**src/core/idc_defs.svh**
```systemverilog
// idc_defs.svh - encodings, offsets, field positions and reset values of the decoder
// assumes: included by its bare name from the package and from the decoder
`ifndef IDC_DEFS_SVH
`define IDC_DEFS_SVH

// ----------------------------------------------------------------
// widths
// ----------------------------------------------------------------
`define IDC_PC_W        20
`define IDC_FA_W        12

// ----------------------------------------------------------------
// instruction encodings
// ----------------------------------------------------------------
`define IDC_NIB_SKIP0   4'hb
`define IDC_NIB_SKIP1   4'ha
`define IDC_NIB_BCLR    4'h9
`define IDC_NIB_BSET    4'h8
`define IDC_NIB_BINV    4'h7
`define IDC_NIB_COND    4'he
`define IDC_NIB_REL     4'hd
`define IDC_NIB_OPND    4'hf
`define IDC_HI_CALL     7'h76
`define IDC_HI_GOTO     8'hef
`define IDC_HI_RETLIT   8'h0c
`define IDC_W_NOP       16'h0000
`define IDC_W_STANDBY   16'h0003
`define IDC_W_WDT       16'h0004
`define IDC_W_PUSH      16'h0005
`define IDC_W_POP       16'h0006
`define IDC_W_DAW       16'h0007
`define IDC_W_RESET     16'h00ff
`define IDC_W_RETIRQ    15'h0008
`define IDC_W_RETSUB    15'h0009

// ----------------------------------------------------------------
// register offsets, fields, reset values
// ----------------------------------------------------------------
`define IDC_REG_CTRL    8'h00
`define IDC_REG_STAT    8'h04
`define IDC_REG_LAST    8'h08
`define IDC_CTRL_PSA    4
`define IDC_ST_TO       0
`define IDC_ST_PD       1
`define IDC_ST_GIE      2
`define IDC_ST_PERIPHERAL_IRQ_ENABLE     3
`define IDC_CTRL_RST    5'h00
`define IDC_STAT_RST    4'h3
`define IDC_ACCESS_BANK 4'h0

// ----------------------------------------------------------------
// decimal correction constants
// ----------------------------------------------------------------
`define IDC_BCD_LIMIT   4'h9
`define IDC_BCD_LO      9'h006
`define IDC_BCD_HI      9'h060

`endif

```
**src/core/idc_pkg.sv**
```systemverilog
// idc_pkg.sv - types shared by the decoder and its bench
// assumes: idc_defs.svh reachable on the include path
package idc_pkg;
`include "idc_defs.svh"

	// ----------------------------------------------------------------
	// sequencing states
	// ----------------------------------------------------------------
	typedef enum logic [1:0] {IDC_EXEC, IDC_FLUSH, IDC_SKIP, IDC_OPERAND} idc_state_t;

	// alu flags seen by conditional jumps and decimal fix
	typedef struct packed {
		logic neg;
		logic ovf;
		logic zero;
		logic dcarry;
		logic carry;
	} idc_flags_t;

	// one cycle of decoded commands toward the core
	typedef struct packed {
		logic [`IDC_FA_W-1:0] file_addr;
		logic                 file_we;
		logic [7:0]           file_wdata;
		logic                 pc_load;
		logic [`IDC_PC_W-1:0] pc_target;
		logic                 stack_call;
		logic                 stack_push;
		logic                 stack_pop;
		logic                 stack_ret;
		logic                 shadow;
		logic                 wdt_restart;
		logic                 standby;
		logic                 sw_reset;
		logic                 acc_load;
		logic [7:0]           acc_data;
		logic                 carry_load;
		logic                 carry_val;
		logic                 prescaler_clear;
		logic                 nop_cycle;
	} idc_exec_t;

	// whole state of the decoder
	typedef struct packed {
		idc_state_t state;
		logic [8:0] first;
		idc_exec_t  ex;
		logic [4:0] ctrl;
		logic [3:0] stat;
		logic [31:0] rdata;
		logic [15:0] last;
		logic [7:0] pin_s1;
		logic [7:0] pin_s2;
		logic [7:0] pin_s3;
		logic [7:0] pins;
	} idc_regs_t;
endpackage

```
**src/core/idc_decoder.sv**
```systemverilog
// idc_decoder.sv - bit and control instruction decoder of an 8-bit core
// assumes: one word per cycle with instr_valid_in; pc_in is the incremented
// word address; file_data_in answers the current word's file address
//
// Function
// RQ1 - upper nibble b: skip if bit zero
// RQ2 - upper nibble a: skip if bit one
// RQ3 - nibbles 9/8/7 clear, set, invert bit
// RQ4 - conditional relative jump on eight flag tests
// RQ5 - relative jump and relative call, two cycles
// RQ6 - two-word absolute call with shadow select
// RQ7 - two-word absolute jump, two cycles
// RQ8 - nibble f alone executes as no-operation
// RQ9 - pc change or true test adds idle cycle
// RQ10 - all-zero word is one-cycle no-operation
// RQ11 - watchdog restart updates timeout, power-down flags
// RQ12 - standby entry updates timeout, power-down flags
// RQ13 - software reset word resets whole device
// RQ14 - interrupt return re-enables both interrupt enables
// RQ15 - subroutine return, optional shadow restore
// RQ16 - literal return loads working accumulator
// RQ17 - push stack top entry
// RQ18 - discard stack top entry
// RQ19 - decimal fix of accumulator, carry only
// RQ20 - port read-modify-write uses pin levels
// RQ21 - timer zero write clears assigned prescaler
// RQ22 - operand bit a picks access or bank
// RQ23 - skipped word replaced by no-operation
// RQ24 - offsets are signed, added to incremented pc
//
// Added by the designer: the placing of the registers and the address-and-strobe port.
`timescale 1ns/1ps
`include "idc_defs.svh"

module idc_decoder
	import idc_pkg::*;
(
	// clock and reset
	input  wire logic                 clk_in,
	input  wire logic                 rst_n_in,
	// instruction words from program memory
	input  wire logic                 instr_valid_in,
	input  wire logic [15:0]          instr_word_in,
	input  wire logic [`IDC_PC_W-1:0] pc_in,
	// operands from the core
	input  wire logic [7:0]           file_data_in,
	input  wire logic                 file_is_port_in,
	input  wire logic                 file_is_timer0_in,
	input  wire logic [7:0]           port_pins_in,
	input  wire logic [7:0]           working_accumulator_in,
	input  wire idc_flags_t           flags_in,
	// register port
	input  wire logic [7:0]           reg_addr_in,
	input  wire logic [31:0]          reg_wdata_in,
	input  wire logic                 reg_wr_in,
	input  wire logic                 reg_rd_in,
	output logic [31:0]               reg_rdata_out,
	// decoded commands
	output idc_exec_t                 exec_out,
	output logic                      watchdog_timeout_flag_out,
	output logic                      power_down_flag_out,
	output logic                      global_irq_enable_out,
	output logic                      peripheral_irq_enable_out
);

	// ----------------------------------------------------------------
	// state
	// ----------------------------------------------------------------
	idc_regs_t r_q;   // all flops
	idc_regs_t r_d;   // next value

	// ----------------------------------------------------------------
	// word fields
	// ----------------------------------------------------------------
	logic [15:0] w;                      // current word
	logic [3:0]  nib;                    // upper nibble
	logic [2:0]  bsel;                   // bit number
	logic        in_exec;                // word is a fresh instruction
	logic [`IDC_FA_W-1:0] faddr;         // resolved file address
	logic [7:0]  src;                    // read-modify-write source
	logic        src_bit;                // tested bit
	logic [7:0]  bmask;                  // one-hot bit mask
	logic        cond_true;              // conditional jump outcome
	logic [4:0]  fsel;                   // flags in test order
	logic [`IDC_PC_W-1:0] tgt8;          // short relative target
	logic [`IDC_PC_W-1:0] tgt11;         // long relative target
	logic        two_word;               // word opens a two-word op
	logic [8:0]  bcd_lo;                 // decimal fix, low step
	logic [8:0]  bcd;                    // decimal fix result

	assign w       = instr_word_in;
	assign nib     = w[15:12];
	assign bsel    = w[11:9];
	assign in_exec = instr_valid_in && (r_q.state == IDC_EXEC);

	// access bank when a is clear, else the bank pointer
	assign faddr = w[8] ? {r_q.ctrl[3:0], w[7:0]}
	                    : {`IDC_ACCESS_BANK, w[7:0]};  // [RQ22]

	// ports are read from the pins so pulled-low inputs write back zero
	assign src     = file_is_port_in ? r_q.pins : file_data_in;  // [RQ20]
	assign bmask   = 8'h01 << bsel;
	assign src_bit = |(src & bmask);

	// ccc: pair picks the flag, low bit inverts it
	assign fsel      = {1'b0, flags_in.neg, flags_in.ovf, flags_in.carry, flags_in.zero};
	assign cond_true = fsel[w[10:9]] ^ w[8];  // [RQ4]

	// signed word offsets from the incremented pc
	assign tgt8  = pc_in + {{(`IDC_PC_W-8){w[7]}}, w[7:0]};     // [RQ24]
	assign tgt11 = pc_in + {{(`IDC_PC_W-11){w[10]}}, w[10:0]};  // [RQ24]

	// call and goto first words
	assign two_word = (w[15:9] == `IDC_HI_CALL) || (w[15:8] == `IDC_HI_GOTO);

	// decimal fix: low digit, then high digit with the carry
	assign bcd_lo = ((working_accumulator_in[3:0] > `IDC_BCD_LIMIT) || flags_in.dcarry)
	              ? ({1'b0, working_accumulator_in} + `IDC_BCD_LO)
	              : {1'b0, working_accumulator_in};
	assign bcd    = ((bcd_lo[7:4] > `IDC_BCD_LIMIT) || flags_in.carry || bcd_lo[8])
	              ? (bcd_lo + `IDC_BCD_HI) : bcd_lo;

	// ----------------------------------------------------------------
	// next state
	// ----------------------------------------------------------------
	always_comb
	begin
		r_d       = r_q;
		r_d.ex    = '0;          // every command is a one-cycle pulse
		r_d.rdata = '0;          // unmapped and idle reads give zero

		// pin synchroniser: stage one feeds stage two only
		r_d.pin_s1 = port_pins_in;
		r_d.pin_s2 = r_q.pin_s1;
		r_d.pin_s3 = r_q.pin_s2;
		// a bit moves only once stages two and three agree
		r_d.pins = (r_q.pin_s2 & ~(r_q.pin_s2 ^ r_q.pin_s3))
		         | (r_q.pins & (r_q.pin_s2 ^ r_q.pin_s3));

		// register port reads
		if (reg_rd_in)
		begin
			unique case (reg_addr_in)
				`IDC_REG_CTRL: r_d.rdata = {27'h0, r_q.ctrl};
				`IDC_REG_STAT: r_d.rdata = {28'h0, r_q.stat};
				`IDC_REG_LAST: r_d.rdata = {16'h0, r_q.last};
				default:       r_d.rdata = '0;
			endcase
		end
		// register port writes; hardware updates below win
		if (reg_wr_in)
		begin
			if (reg_addr_in == `IDC_REG_CTRL)
				r_d.ctrl = reg_wdata_in[4:0];
			if (reg_addr_in == `IDC_REG_STAT)
				r_d.stat = reg_wdata_in[3:0];
		end

		if (instr_valid_in)
		begin
			r_d.last = w;
			unique case (r_q.state)
				// discarded word after a taken change of flow
				IDC_FLUSH:
				begin
					r_d.ex.nop_cycle = 1'b1;  // [RQ9]
					r_d.state        = IDC_EXEC;
				end
				// skipped word; a skipped two-word op costs one more
				IDC_SKIP:
				begin
					r_d.ex.nop_cycle = 1'b1;  // [RQ23]
					r_d.state        = two_word ? IDC_FLUSH : IDC_EXEC;  // [RQ1] [RQ2]
				end
				// operand word of call or goto
				IDC_OPERAND:
				begin
					r_d.ex.pc_load    = 1'b1;
					r_d.ex.pc_target  = {w[11:0], r_q.first[7:0]};  // [RQ6] [RQ7]
					r_d.ex.stack_call = ~r_q.first[8];              // [RQ6]
					r_d.state         = IDC_EXEC;
				end
				// fresh instruction
				IDC_EXEC:
				begin
					// skip tests
					if (nib == `IDC_NIB_SKIP0 || nib == `IDC_NIB_SKIP1)
					begin
						r_d.ex.file_addr = faddr;
						if (src_bit == (nib == `IDC_NIB_SKIP1))
							r_d.state = IDC_SKIP;  // [RQ1] [RQ2]
					end
					// bit clear, set, invert; flags untouched
					else if (nib == `IDC_NIB_BCLR || nib == `IDC_NIB_BSET
					         || nib == `IDC_NIB_BINV)
					begin
						r_d.ex.file_addr = faddr;
						r_d.ex.file_we   = 1'b1;
						unique case (nib)
							`IDC_NIB_BCLR: r_d.ex.file_wdata = src & ~bmask;  // [RQ3]
							`IDC_NIB_BSET: r_d.ex.file_wdata = src | bmask;   // [RQ3]
							default:       r_d.ex.file_wdata = src ^ bmask;   // [RQ3]
						endcase
						// timer zero write clears its prescaler if assigned
						r_d.ex.prescaler_clear = file_is_timer0_in
						                         & r_q.ctrl[`IDC_CTRL_PSA];  // [RQ21]
					end
					// conditional relative jumps
					else if (nib == `IDC_NIB_COND && !w[11])
					begin
						if (cond_true)
						begin
							r_d.ex.pc_load   = 1'b1;
							r_d.ex.pc_target = tgt8;  // [RQ4]
							r_d.state        = IDC_FLUSH;  // [RQ9]
						end
					end
					// relative jump and relative call
					else if (nib == `IDC_NIB_REL)
					begin
						r_d.ex.pc_load    = 1'b1;
						r_d.ex.pc_target  = tgt11;  // [RQ5]
						r_d.ex.stack_call = w[11];  // [RQ5]
						r_d.state         = IDC_FLUSH;  // [RQ9]
					end
					// first word of call or goto: hold the low address
					else if (two_word)
					begin
						r_d.first = {w[8] & w[9], w[7:0]};
						r_d.first[8] = (w[15:8] == `IDC_HI_GOTO);  // [RQ7]
						r_d.ex.shadow = (w[15:9] == `IDC_HI_CALL) & w[8];  // [RQ6]
						r_d.state = IDC_OPERAND;
					end
					// stray operand word runs as no-operation
					else if (nib == `IDC_NIB_OPND)
						r_d.ex.nop_cycle = 1'b1;  // [RQ8]
					// literal return
					else if (w[15:8] == `IDC_HI_RETLIT)
					begin
						r_d.ex.stack_ret = 1'b1;
						r_d.ex.acc_load  = 1'b1;
						r_d.ex.acc_data  = w[7:0];  // [RQ16]
						r_d.state        = IDC_FLUSH;  // [RQ9]
					end
					// interrupt return re-enables both enables
					else if (w[15:1] == `IDC_W_RETIRQ)
					begin
						r_d.ex.stack_ret = 1'b1;
						r_d.ex.shadow    = w[0];
						r_d.stat[`IDC_ST_GIE]  = 1'b1;  // [RQ14]
						r_d.stat[`IDC_ST_PERIPHERAL_IRQ_ENABLE] = 1'b1;  // [RQ14]
						r_d.state        = IDC_FLUSH;
					end
					// subroutine return, flags untouched
					else if (w[15:1] == `IDC_W_RETSUB)
					begin
						r_d.ex.stack_ret = 1'b1;
						r_d.ex.shadow    = w[0];  // [RQ15]
						r_d.state        = IDC_FLUSH;
					end
					else
					begin
						unique case (w)
							`IDC_W_WDT:
							begin
								r_d.ex.wdt_restart   = 1'b1;  // [RQ11]
								r_d.stat[`IDC_ST_TO] = 1'b1;
								r_d.stat[`IDC_ST_PD] = 1'b1;
							end
							`IDC_W_STANDBY:
							begin
								r_d.ex.standby       = 1'b1;  // [RQ12]
								r_d.stat[`IDC_ST_TO] = 1'b1;
								r_d.stat[`IDC_ST_PD] = 1'b0;
							end
							`IDC_W_RESET:
							begin
								r_d.ex.sw_reset = 1'b1;  // [RQ13]
								r_d.stat        = `IDC_STAT_RST;
								r_d.ctrl        = `IDC_CTRL_RST;
							end
							`IDC_W_PUSH: r_d.ex.stack_push = 1'b1;  // [RQ17]
							`IDC_W_POP:  r_d.ex.stack_pop  = 1'b1;  // [RQ18]
							`IDC_W_DAW:
							begin
								r_d.ex.acc_load   = 1'b1;  // [RQ19]
								r_d.ex.acc_data   = bcd[7:0];
								r_d.ex.carry_load = 1'b1;
								r_d.ex.carry_val  = bcd[8] | flags_in.carry;
							end
							// all-zero word and words outside this decoder
							default: r_d.ex.nop_cycle = 1'b1;  // [RQ10]
						endcase
					end
				end
			endcase
		end
	end

	// ----------------------------------------------------------------
	// registers
	// ----------------------------------------------------------------
	// synchronous reset; a hazard here would be taking a port at reset
	always_ff @(posedge clk_in)
	begin
		if (!rst_n_in)
		begin
			r_q       <= '0;
			r_q.state <= IDC_EXEC;
			r_q.ctrl  <= `IDC_CTRL_RST;
			r_q.stat  <= `IDC_STAT_RST;
		end
		else
			r_q <= r_d;
	end

	// outputs straight from the flops
	assign reg_rdata_out             = r_q.rdata;
	assign exec_out                  = r_q.ex;
	assign watchdog_timeout_flag_out = r_q.stat[`IDC_ST_TO];
	assign power_down_flag_out       = r_q.stat[`IDC_ST_PD];
	assign global_irq_enable_out     = r_q.stat[`IDC_ST_GIE];
	assign peripheral_irq_enable_out = r_q.stat[`IDC_ST_PERIPHERAL_IRQ_ENABLE];
endmodule

```
**config.mk**
```make
export PLATFORM = sky130hd
export DESIGN_NAME = idc_decoder
export DESIGN_NICKNAME = d
export VERILOG_FILES = /design/src/core/idc_pkg.sv /design/src/core/idc_decoder.sv
export VERILOG_INCLUDE_DIRS = /design/src /design/src/core
export SDC_FILE = /design/constraint.sdc
export NUM_CORES = 1
export LEC_CHECK = 0
export ABC_AREA = 1
export BUFFER_PORTS_ARGS = -buffer_cell sky130_fd_sc_hd__buf_4
export CORE_MARGIN = 10
export CORE_UTILIZATION = 60
export DETAILED_ROUTE_END_ITERATION = 8
export PLACE_DENSITY = 0.85
export SYNTH_ARGS = -nofsm -noshare
export SYNTH_HDL_FRONTEND = slang
export SYNTH_SLANG_ARGS = --single-unit
```
**constraint.sdc**
```tcl
create_clock -name clk_in -period 4.3 [get_ports clk_in]
set_input_delay 0.43 -clock clk_in [delete_from_list [all_inputs] [get_ports clk_in]]
set_output_delay 0.43 -clock clk_in [all_outputs]
set_load 0.005 [all_outputs]
```
# [Yosys cells after proc, flatten, opt, wreduce, memory -nomap -nowiden]
# Cells that the tools add are included.
[totals] ff_bits=163 in_bits=112 out_inout_bits=99 wordCells=193
[op_classes] addsub=4 magnitude_cmp=3 n_eq_ne=30 shift=1 n_mux=76 n_bitwise=23 n_reduce_logical=27
[ops] operator="9-bit 2-to-1 mux" count=10
[ops] operator="16-bit by 3-bit equality test with 1-bit output (second input constant)" count=4
[ops] operator="21-bit 2-to-1 mux" count=3
[ops] operator="10-bit 2-to-1 mux" count=6
[ops] operator="60-bit 2-to-1 mux" count=1
[ops] operator="16-bit case mux with 3 select lines" count=1
[ops] operator="22-bit case mux with 2 select lines" count=1
[ops] operator="14-bit 2-to-1 mux" count=3
[ops] operator="20-bit adder" count=2
[ops] operator="40-bit 2-to-1 mux" count=1
[ops] operator="18-bit 2-to-1 mux" count=2
[ops] operator="2-bit 2-to-1 mux" count=18
[ops] operator="8-bit AND" count=4
[ops] operator="15-bit by 4-bit equality test with 1-bit output (second input constant)" count=2
[ops] operator="4-bit equality test (second input constant)" count=7
[ops] operator="12-bit 2-to-1 mux" count=2
[ops] operator="11-bit 2-to-1 mux" count=2
[ops] operator="22-bit 2-to-1 mux" count=1
[ops] operator="19-bit 2-to-1 mux" count=1
[ops] operator="16-bit by 2-bit equality test with 1-bit output (second input constant)" count=1
[ops] operator="16-bit by 8-bit equality test with 1-bit output (second input constant)" count=1
[ops] operator="8-bit by 4-bit equality test with 1-bit output (second input constant)" count=2
[ops] operator="8-bit inverter" count=2
[ops] operator="8-bit bitwise OR" count=2
[ops] operator="other kinds (52)" count=85

# [Depth between registers and ports, before layout]
# Gate-level depths: netlist of the first run.
[depth] depth_word=20 depth_mapped=15 ltp_nobuf=15

# [Worst setup path after synthesis of the first run]
# No wires, ideal clock.
[synth_path] kind="input to register" from="input port instr_word_in[1]" to="register r_q (netlist bit exec_out[37])" arrival_time_ns=2.015 slack_ns=2.153 path_stages=15 path_cell_list="buf_2 inv_1 fa_1 inv_1 nand3_1 nand3_1 nand2_1 nand2_1 nand2_1 nand2_1 nand2_1 nand3_1 nand2_1 nand3_1 a21oi_1"
[synth_between] elab_chain_len=6
[synth_rtl] element="from (decl)" line="idc_decoder.sv:43" text="input wire logic [15:0] instr_word_in,"
[synth_rtl] element="20-bit adder, on equally long branches" line="idc_decoder.sv:111, idc_decoder.sv:110"
[synth_rtl] element="22-bit 2-to-1 mux / 21-bit 2-to-1 mux (equally long branches)" line="idc_decoder.sv:219, idc_decoder.sv:211"
[synth_rtl] element="21-bit 2-to-1 mux (*)" line="idc_decoder.sv:209" text="else if (nib == `IDC_NIB_COND && !w[11])"
[synth_rtl] element="40-bit 2-to-1 mux (*)" line="idc_decoder.sv:194" text="else if (nib == `IDC_NIB_BCLR || nib == `IDC_NIB_BSET"
[synth_rtl] element="60-bit 2-to-1 mux (*)" line="idc_decoder.sv:187" text="if (nib == `IDC_NIB_SKIP0 || nib == `IDC_NIB_SKIP1)"
[synth_rtl] element="22-bit case mux with 2 select lines (*)" line="idc_decoder.sv:162" text="unique case (r_q.state)"
[synth_rtl] element="to (signal assigned)" line="idc_decoder.sv:314" text="r_q <= r_d;"
[synth_rtl] element="to (decl)" line="idc_decoder.sv:69" text="idc_regs_t r_q;"
# Mark *: on every way between the ends. The rest lies on a longest branch, timed or not.
# A chain may end at the register's enable or synchronous reset.

# [Worst setup path in the final report of the first run]
[layout_path] from="register r_q[162] (netlist bit)" to="register r_q (netlist bit exec_out[15])"
[layout_between] elab_chain_len=3
[layout_rtl] element="2-bit zero test" line="idc_decoder.sv:162"
[layout_rtl] element="1-bit inverter (no line)"
[layout_rtl] element="12-bit OR reduction (no line)"
# Every way passes these cells.

==> impl_metrics.yaml, run 1 <==
power:
  p_per_area_nw_per_um2: 332
  finalPower_mw: 3.52
  leakagePower_nw: 5.26
  ir_worst_vdd_v: 0.000274
grt:
  antenna_found_initial: 0
  grt-ovfl-total: 0
  grt_max_degree: 65
  grtUsageTotal_pct: 24.5
  grt_first_pass_wirelength_mm: 41.2
  grt_pass1_vias: 8541
setup_path:
  worstSetupPathType: "reg -> reg"
  worst_ep_arrival_time_ps: 2930
  cp-end-kind: "flop"
  critPathMaxFanout: 15
  startpoint_type: "flop"
  worstPathRequired_ps: 4610
status:
  status: "complete, no violations"
sta:
  fmax_ghz: 0.381
  rsz0062_at_grt: "false"
  slew_headroom_pct: 35.5
  period_needed_ps: 2620
  setup_viol_count_final: 0
  worst_pin_slew_ps: 960
  fin_crit_sh_pct: 61.0
  finalHoldViolCount: 0
  tns_ps: 0
  skew_ps: 11.5
  maxSlewViolCount: 0
clock_tree:
  clk_latency_ps: 420
  cts_resized: 0
  cts.sinks: 147
  numCtsBuffers: 17
  cts_tree: "built"
  clockRootBuffer: "clkbuf_16"
  ctsHtreeMaxLevel: 4
  cts_hold_buf: 0
  clk_path_buf_depth: 2
  path_clk_slew_ps: 60
  post_cts_buffers: 0
detailed_routing:
  drt.antenna.violating_nets: 0
  vias_per_cell: 5.34
  wl_per_cell_um: 15.8
  route.detailed.drc: 0
  drt_iter0_markers: 698
  drt_pre_antenna_iters: 8
  vias: 8832
  wl_mm: 26.2
floorplan:
  io_pins: 211
  coreArea_um2: 15200
  die_x_um: 145
  fp.dieArea_um2: 20900
  start_util_pct: 61.4
  row_count: 45
  die_y_um: 145
cells_and_area:
  nets: 1626
  n_antenna_cell: 0
  fin_util_pct: 69.8
  drive_gt1_share_pct: 16.8
  synthToLayoutAreaGrowth_pct: 13.7
synthesis:
  syn-cell-area_um2: 9330
  syn-instance-count: 1377
  yosysWarnings: 0
  syn-mean-instance-area_um2: 6.78
  synth-seq-cells: 147
  synth_cell_types: 54
  seq_area_frac_synth_pct: 31.5
min_path:
  hold_path_class: "in -> reg"
job:
  cap_violations: 0
placed_design:
  io_buffers: 167
  dp_hpwl_mm: 20.3
  globalplace.congestion: 0.980
==> through the flow <==
step	instance area [µm²]	std cells	hold WS, ps	setup WS, ps
after CTS	10600	1655	183	1700
after floorplan	9390	1392	390	2150
after global routing	10600	1655	194	1460
after detailed placement	10000	1623	397	1510
after global placement	10000	1623	392	1560
final	10600	1655	190	1680
==> placed cells by master, fill, tap and decap left out, drive strengths merged, types with 5 or more instances in the layout <==
master	instances
nand3b	10
dfxtp	147
clkbuf	19
ha	59
xnor2	7
a31oi	8
nand2	347
a21oi	97
inv	205
o22ai	6
nand3	80
clkinv	8
o21bai	6
nand4	15
nor3	20
xor2	8
nor4	8
nor2	141
o21ai	67
conb	16
or2	5
buf	167
==> state kept, by name, summed over array words and instances, names as in the netlist, named ones only <==
register and count:
reg_rdata_out 16, global_irq_enable_out 1, r_q 40, peripheral_irq_enable_out 1, watchdog_timeout_flag_out 1, exec_out 63
r_d 16, power_down_flag_out 1
==> logic make-up (layout without fill, tap and decap cells) <==
| kind of cell | Yosys count | count (layout) | synth area share, % |
|---|---|---|---|
| compound gates | 197 | 197 | 11.7 |
| buf+inv | 327 | 402 | 17.4 |
| other cells | 1 | 16 | 0.0402 |
| flops | 147 | 147 | 31.5 |
| xor+xnor | 15 | 15 | 1.41 |
| fa+ha+maj | 60 | 60 | 8.12 |
| simple gates | 630 | 630 | 29.9 |
==> metal layers <==
| metal | GRT usage [%] | share of wire [%] | wire, µm | vias up |
|---|---|---|---|---|
| met5 | 0 | 0 | 0 | - |
| li1 | - | - | - | 4427 |
| met1 | 29.2 | 42 | 10900 | 3986 |
| met3 | 6.13 | 7.9 | 2080 | 61 |
| met2 | 41.2 | 48 | 12500 | 358 |
| met4 | 9.95 | 2.8 | 725 | 0 |
==> critical path, cell delays in order (launching register included) <==
cell	delay (ps)
dfxtp_1	330
inv_1	100
ha_1	630
inv_1	120
nor2_1	400
nand3_1	170
nor2_1	130
inv_1	190
nor2_1	170
inv_2	80
nor4_1	200
==> Yosys cell counts (all sizes together) <==
cell    number  area [µm²]
a21oi       97         500
a22o         1        8.76
nor3        20         105
dfxtp      147        2940
clkinv       3        16.3
o21bai       6        45.0
o22ai        6        37.5
a21boi       2        15.0
or2          5        31.3
or3          1        6.26
fa           1        20.0
xnor2        7        61.3
nand4       15        93.8
o21ai       67         347
o211a        1        10.0
o41ai        1        8.76
xor2         8        70.1
ha          59         738
a31oi        8        50.1
nor3b        1        7.51
a32oi        2        17.5
o221ai       3        26.3
inv        200         753
o211ai       3        22.5
buf        108         788
nand2      347        1340
clkbuf      16        62.6
nand3b      10        75.1
nor4         8        62.6
conb         1        3.75
nand3       80         448
nor2       141         611
and2         2        12.5
==> path summary, 6_finish.rpt <==
| check | cells after the start | start | slack [ps] | endpoint |
|---|---|---|---|---|
| max reg2reg | 10 | r_q[162] | 1680 | exec_out[15] |
| max | 10 | r_q[162] | 1680 | exec_out[15] |
| min | 3 | port_pins_in[5] | 190 | r_d[21] |
| min reg2reg | 2 | r_d[20] | 410 | r_d[12] |
==> cell type report <==
class                           instances  area [µm²]
Clock buffer                           19         433
Clock inverter                         13         148
Fill cell                            1326        4590
Inverter                              203         769
Multi-Input combinational cell        918        4830
Sequential cell                       147        2940
Tap cell                              188         235
Timing Repair Buffer                  167        1250
==> power by group <==
| group | switching, mW | leakage [nW] | internal, mW |
|---|---|---|---|
| clock | 0.603 | 0.283 | 0.864 |
| combinational | 0.423 | 3.79 | 0.229 |
| sequential | 0.0131 | 1.19 | 1.39 |
| total | 1.04 | 5.26 | 2.48 |
Note: power is estimated with default switching activity, not from simulation.
==> run 2: changes to the inputs <==
Settings changed: CORE_UTILIZATION 60 to 50, PLACE_DENSITY 0.85 to 0.76.
Clock period 4.3 ns to 2.2 ns, I/O delays scaled along.
==> impl_metrics.yaml, run 2 (synthesis gave the netlist of run 1 again) <==
status:
  status: "complete, no violations"
grt:
  grt_max_degree: 49
  grt-ovfl-total: 0
  antenna_found_initial: 0
  grt_first_pass_wirelength_mm: 42.8
  grtUsageTotal_pct: 21.6
  grt_pass1_vias: 8629
clock_tree:
  cts.sinks: 147
  clockRootBuffer: "clkbuf_16"
  ctsHtreeMaxLevel: 4
  numCtsBuffers: 17
  cts_tree: "built"
  clk_path_buf_depth: 2
  clk_latency_ps: 430
  path_clk_slew_ps: 60
  post_cts_buffers: 0
sta:
  skew_ps: 16.9
  holdWs_ps: 48.5
  maxSlewViolCount: 0
  setup_viol_count_final: 0
  fmax_ghz: 0.498
  fin_crit_sh_pct: 91.3
  finalHoldViolCount: 0
  rsz0062_at_grt: "false"
  period_needed_ps: 2010
  tns_ps: 0
detailed_routing:
  drt_pre_antenna_iters: 5
  dr.max_layer_used: "met4"
  wl_met2_mm: 12.7
  vias: 8915
  drt.antenna.violating_nets: 0
  routed-wl-met3_mm: 2.16
  drt_iter0_markers: 579
  vias_per_cell: 5.08
  wl_per_cell_um: 15.3
  wl_mm: 26.9
  route.detailed.drc: 0
  m1WireLength_mm: 11.6
cells_and_area:
  drive_gt1_share_pct: 19.8
  final-instance-count-excl-fill: 1756
  mostFrequentLayoutCells: "nand2_1 (338), buf_4 (219), inv_1 (188)"
  synthToLayoutAreaGrowth_pct: 19.2
  final_common_cell: "nand2_1"
  nets: 1686
  n_antenna_cell: 0
  largest_reg_flops: 63
  final_area_um2: 11100
floorplan:
  fp.dieArea_um2: 24500
  die_y_um: 157
  start_util_pct: 51.4
  row_count: 49
  io_pins: 211
  die_x_um: 157
  coreArea_um2: 18100
power:
  p_per_area_nw_per_um2: 625
  leakagePower_nw: 5.53
  ir_worst_vdd_v: 0.000487
  finalPower_mw: 6.95
placed_design:
  io_buffers: 167
  globalplace.congestion: 0.995
  post-place-cells: 1716
  placed_area_um2: 10500
  dp_hpwl_mm: 21.3
setup_path:
  worstSetupPathType: "reg -> reg"
  r2r_end: "r_q[161]"
  cp_slowest_cell: "dfxtp_1"
  critPathMaxStageDelay_ps: 330
  r2r_slack_ps: 190
  worst_ep_arrival_time_ps: 2350
  critPathMaxFanout: 3
  crit_path_frequent_cell: "nand2_1"
  crit_chain: "inv_1, nand2_1, o21ai_0, inv_1, ha_1, nor2_1, nand4_1, xor2_1, nand3_1, nand2_1, nor2_2, nand2_1, nand2_1, a21oi_1"
  worstPathRequired_ps: 2540
  cp_top_family: "simple AND/OR/NAND/NOR gates"
  startpoint_type: "flop"
  cp-end-kind: "flop"
  rr_worst_depth: 14
  crit_buf_inv: 2
job:
  cap_violations: 0
min_path:
  hp-start: "file_is_timer0_in"
  worstHoldEndpoint: "exec_out[1]"
  hold_path_class: "in -> reg"
  hold_depth: 3
==> run 2: cell types whose count changed in the layout (fill, tap and decap cells not counted), moves of 2 or more <==
| cell | previous run | this run |
|---|---|---|
| dlygate4sd3_1 | 0 | 8 |
| buf_4 | 167 | 219 |
| clkinvlp_4 | 1 | 3 |
| inv_8 | 0 | 2 |
==> run 2: where the power goes <==
part / switching, mW / internal [mW] / total [mW]
Combinational: 0.851 / 0.540 / 1.39
Clock: 1.23 / 1.59 / 2.82
Sequential: 0.0268 / 2.72 / 2.75
Total: 2.10 / 4.85 / 6.95
==> run 2: per-stage QoR <==
stage	utilization [%]	worst slack, ps
2_1_floorplan	-	263
3_3_place_gp	57.7	47.6
3_5_place_dp	57.7	13.4
4_1_cts	61.3	166
5_1_grt	61.3	48.7
6_report	61.3	192
==> run 2: worst reg2reg max path, delay by kind of cell (launching register included) <==
family	cells	cell delay [ps]
XOR/XNOR	1	220
buffers and inverters	2	180
flip-flops	1	330
AO/OA/AOI/OAI	2	260
AND/OR/NAND/NOR	8	730
adder cells (fa/ha/maj)	1	210
==> run 2: layout make-up <==
class	instances	area, µm²
inverters	203	769
flip-flops and latches	147	2940
repair buffers	227	1720
clock buffers	18	429
fillers	1697	7020
clock inverters	14	141
multi-input cells	918	4830
well taps	229	287
==> run 2: timing repair <==
action,CTS,global route
hold buffers,8,0
gates resized for setup,0,2
setup endpoints to repair,0,2
endpoints found under the hold margin,8,0
==> run 2: per-layer routing <==
| layer | vias up | global-route usage, % |
|---|---|---|
| li1 | 4548 | - |
| met1 | 3989 | 26.7 |
| met2 | 339 | 36.0 |
| met3 | 39 | 5.32 |
| met4 | 0 | 7.24 |
| met5 | - | 0 |
==> run 2: how the worst max path moves through the flow <==
| stage | startpoint | end | slack, ps | cells past startpoint |
|---|---|---|---|---|
| 5_1_grt | flop | r_q[161] | 50 | 14 |
| 4_1_cts | flop | r_q[161] | 170 | 14 |
| 6_report | flop | r_q[161] | 190 | 14 |
| 2_1_floorplan | instr_word_in[1] | exec_out[37] | 260 | 15 |
| 3_3_place_gp | instr_word_in[7] | exec_out[34] | 50 | 13 |
| 3_5_place_dp | file_is_port_in | r_q[161] | 10 | 13 |
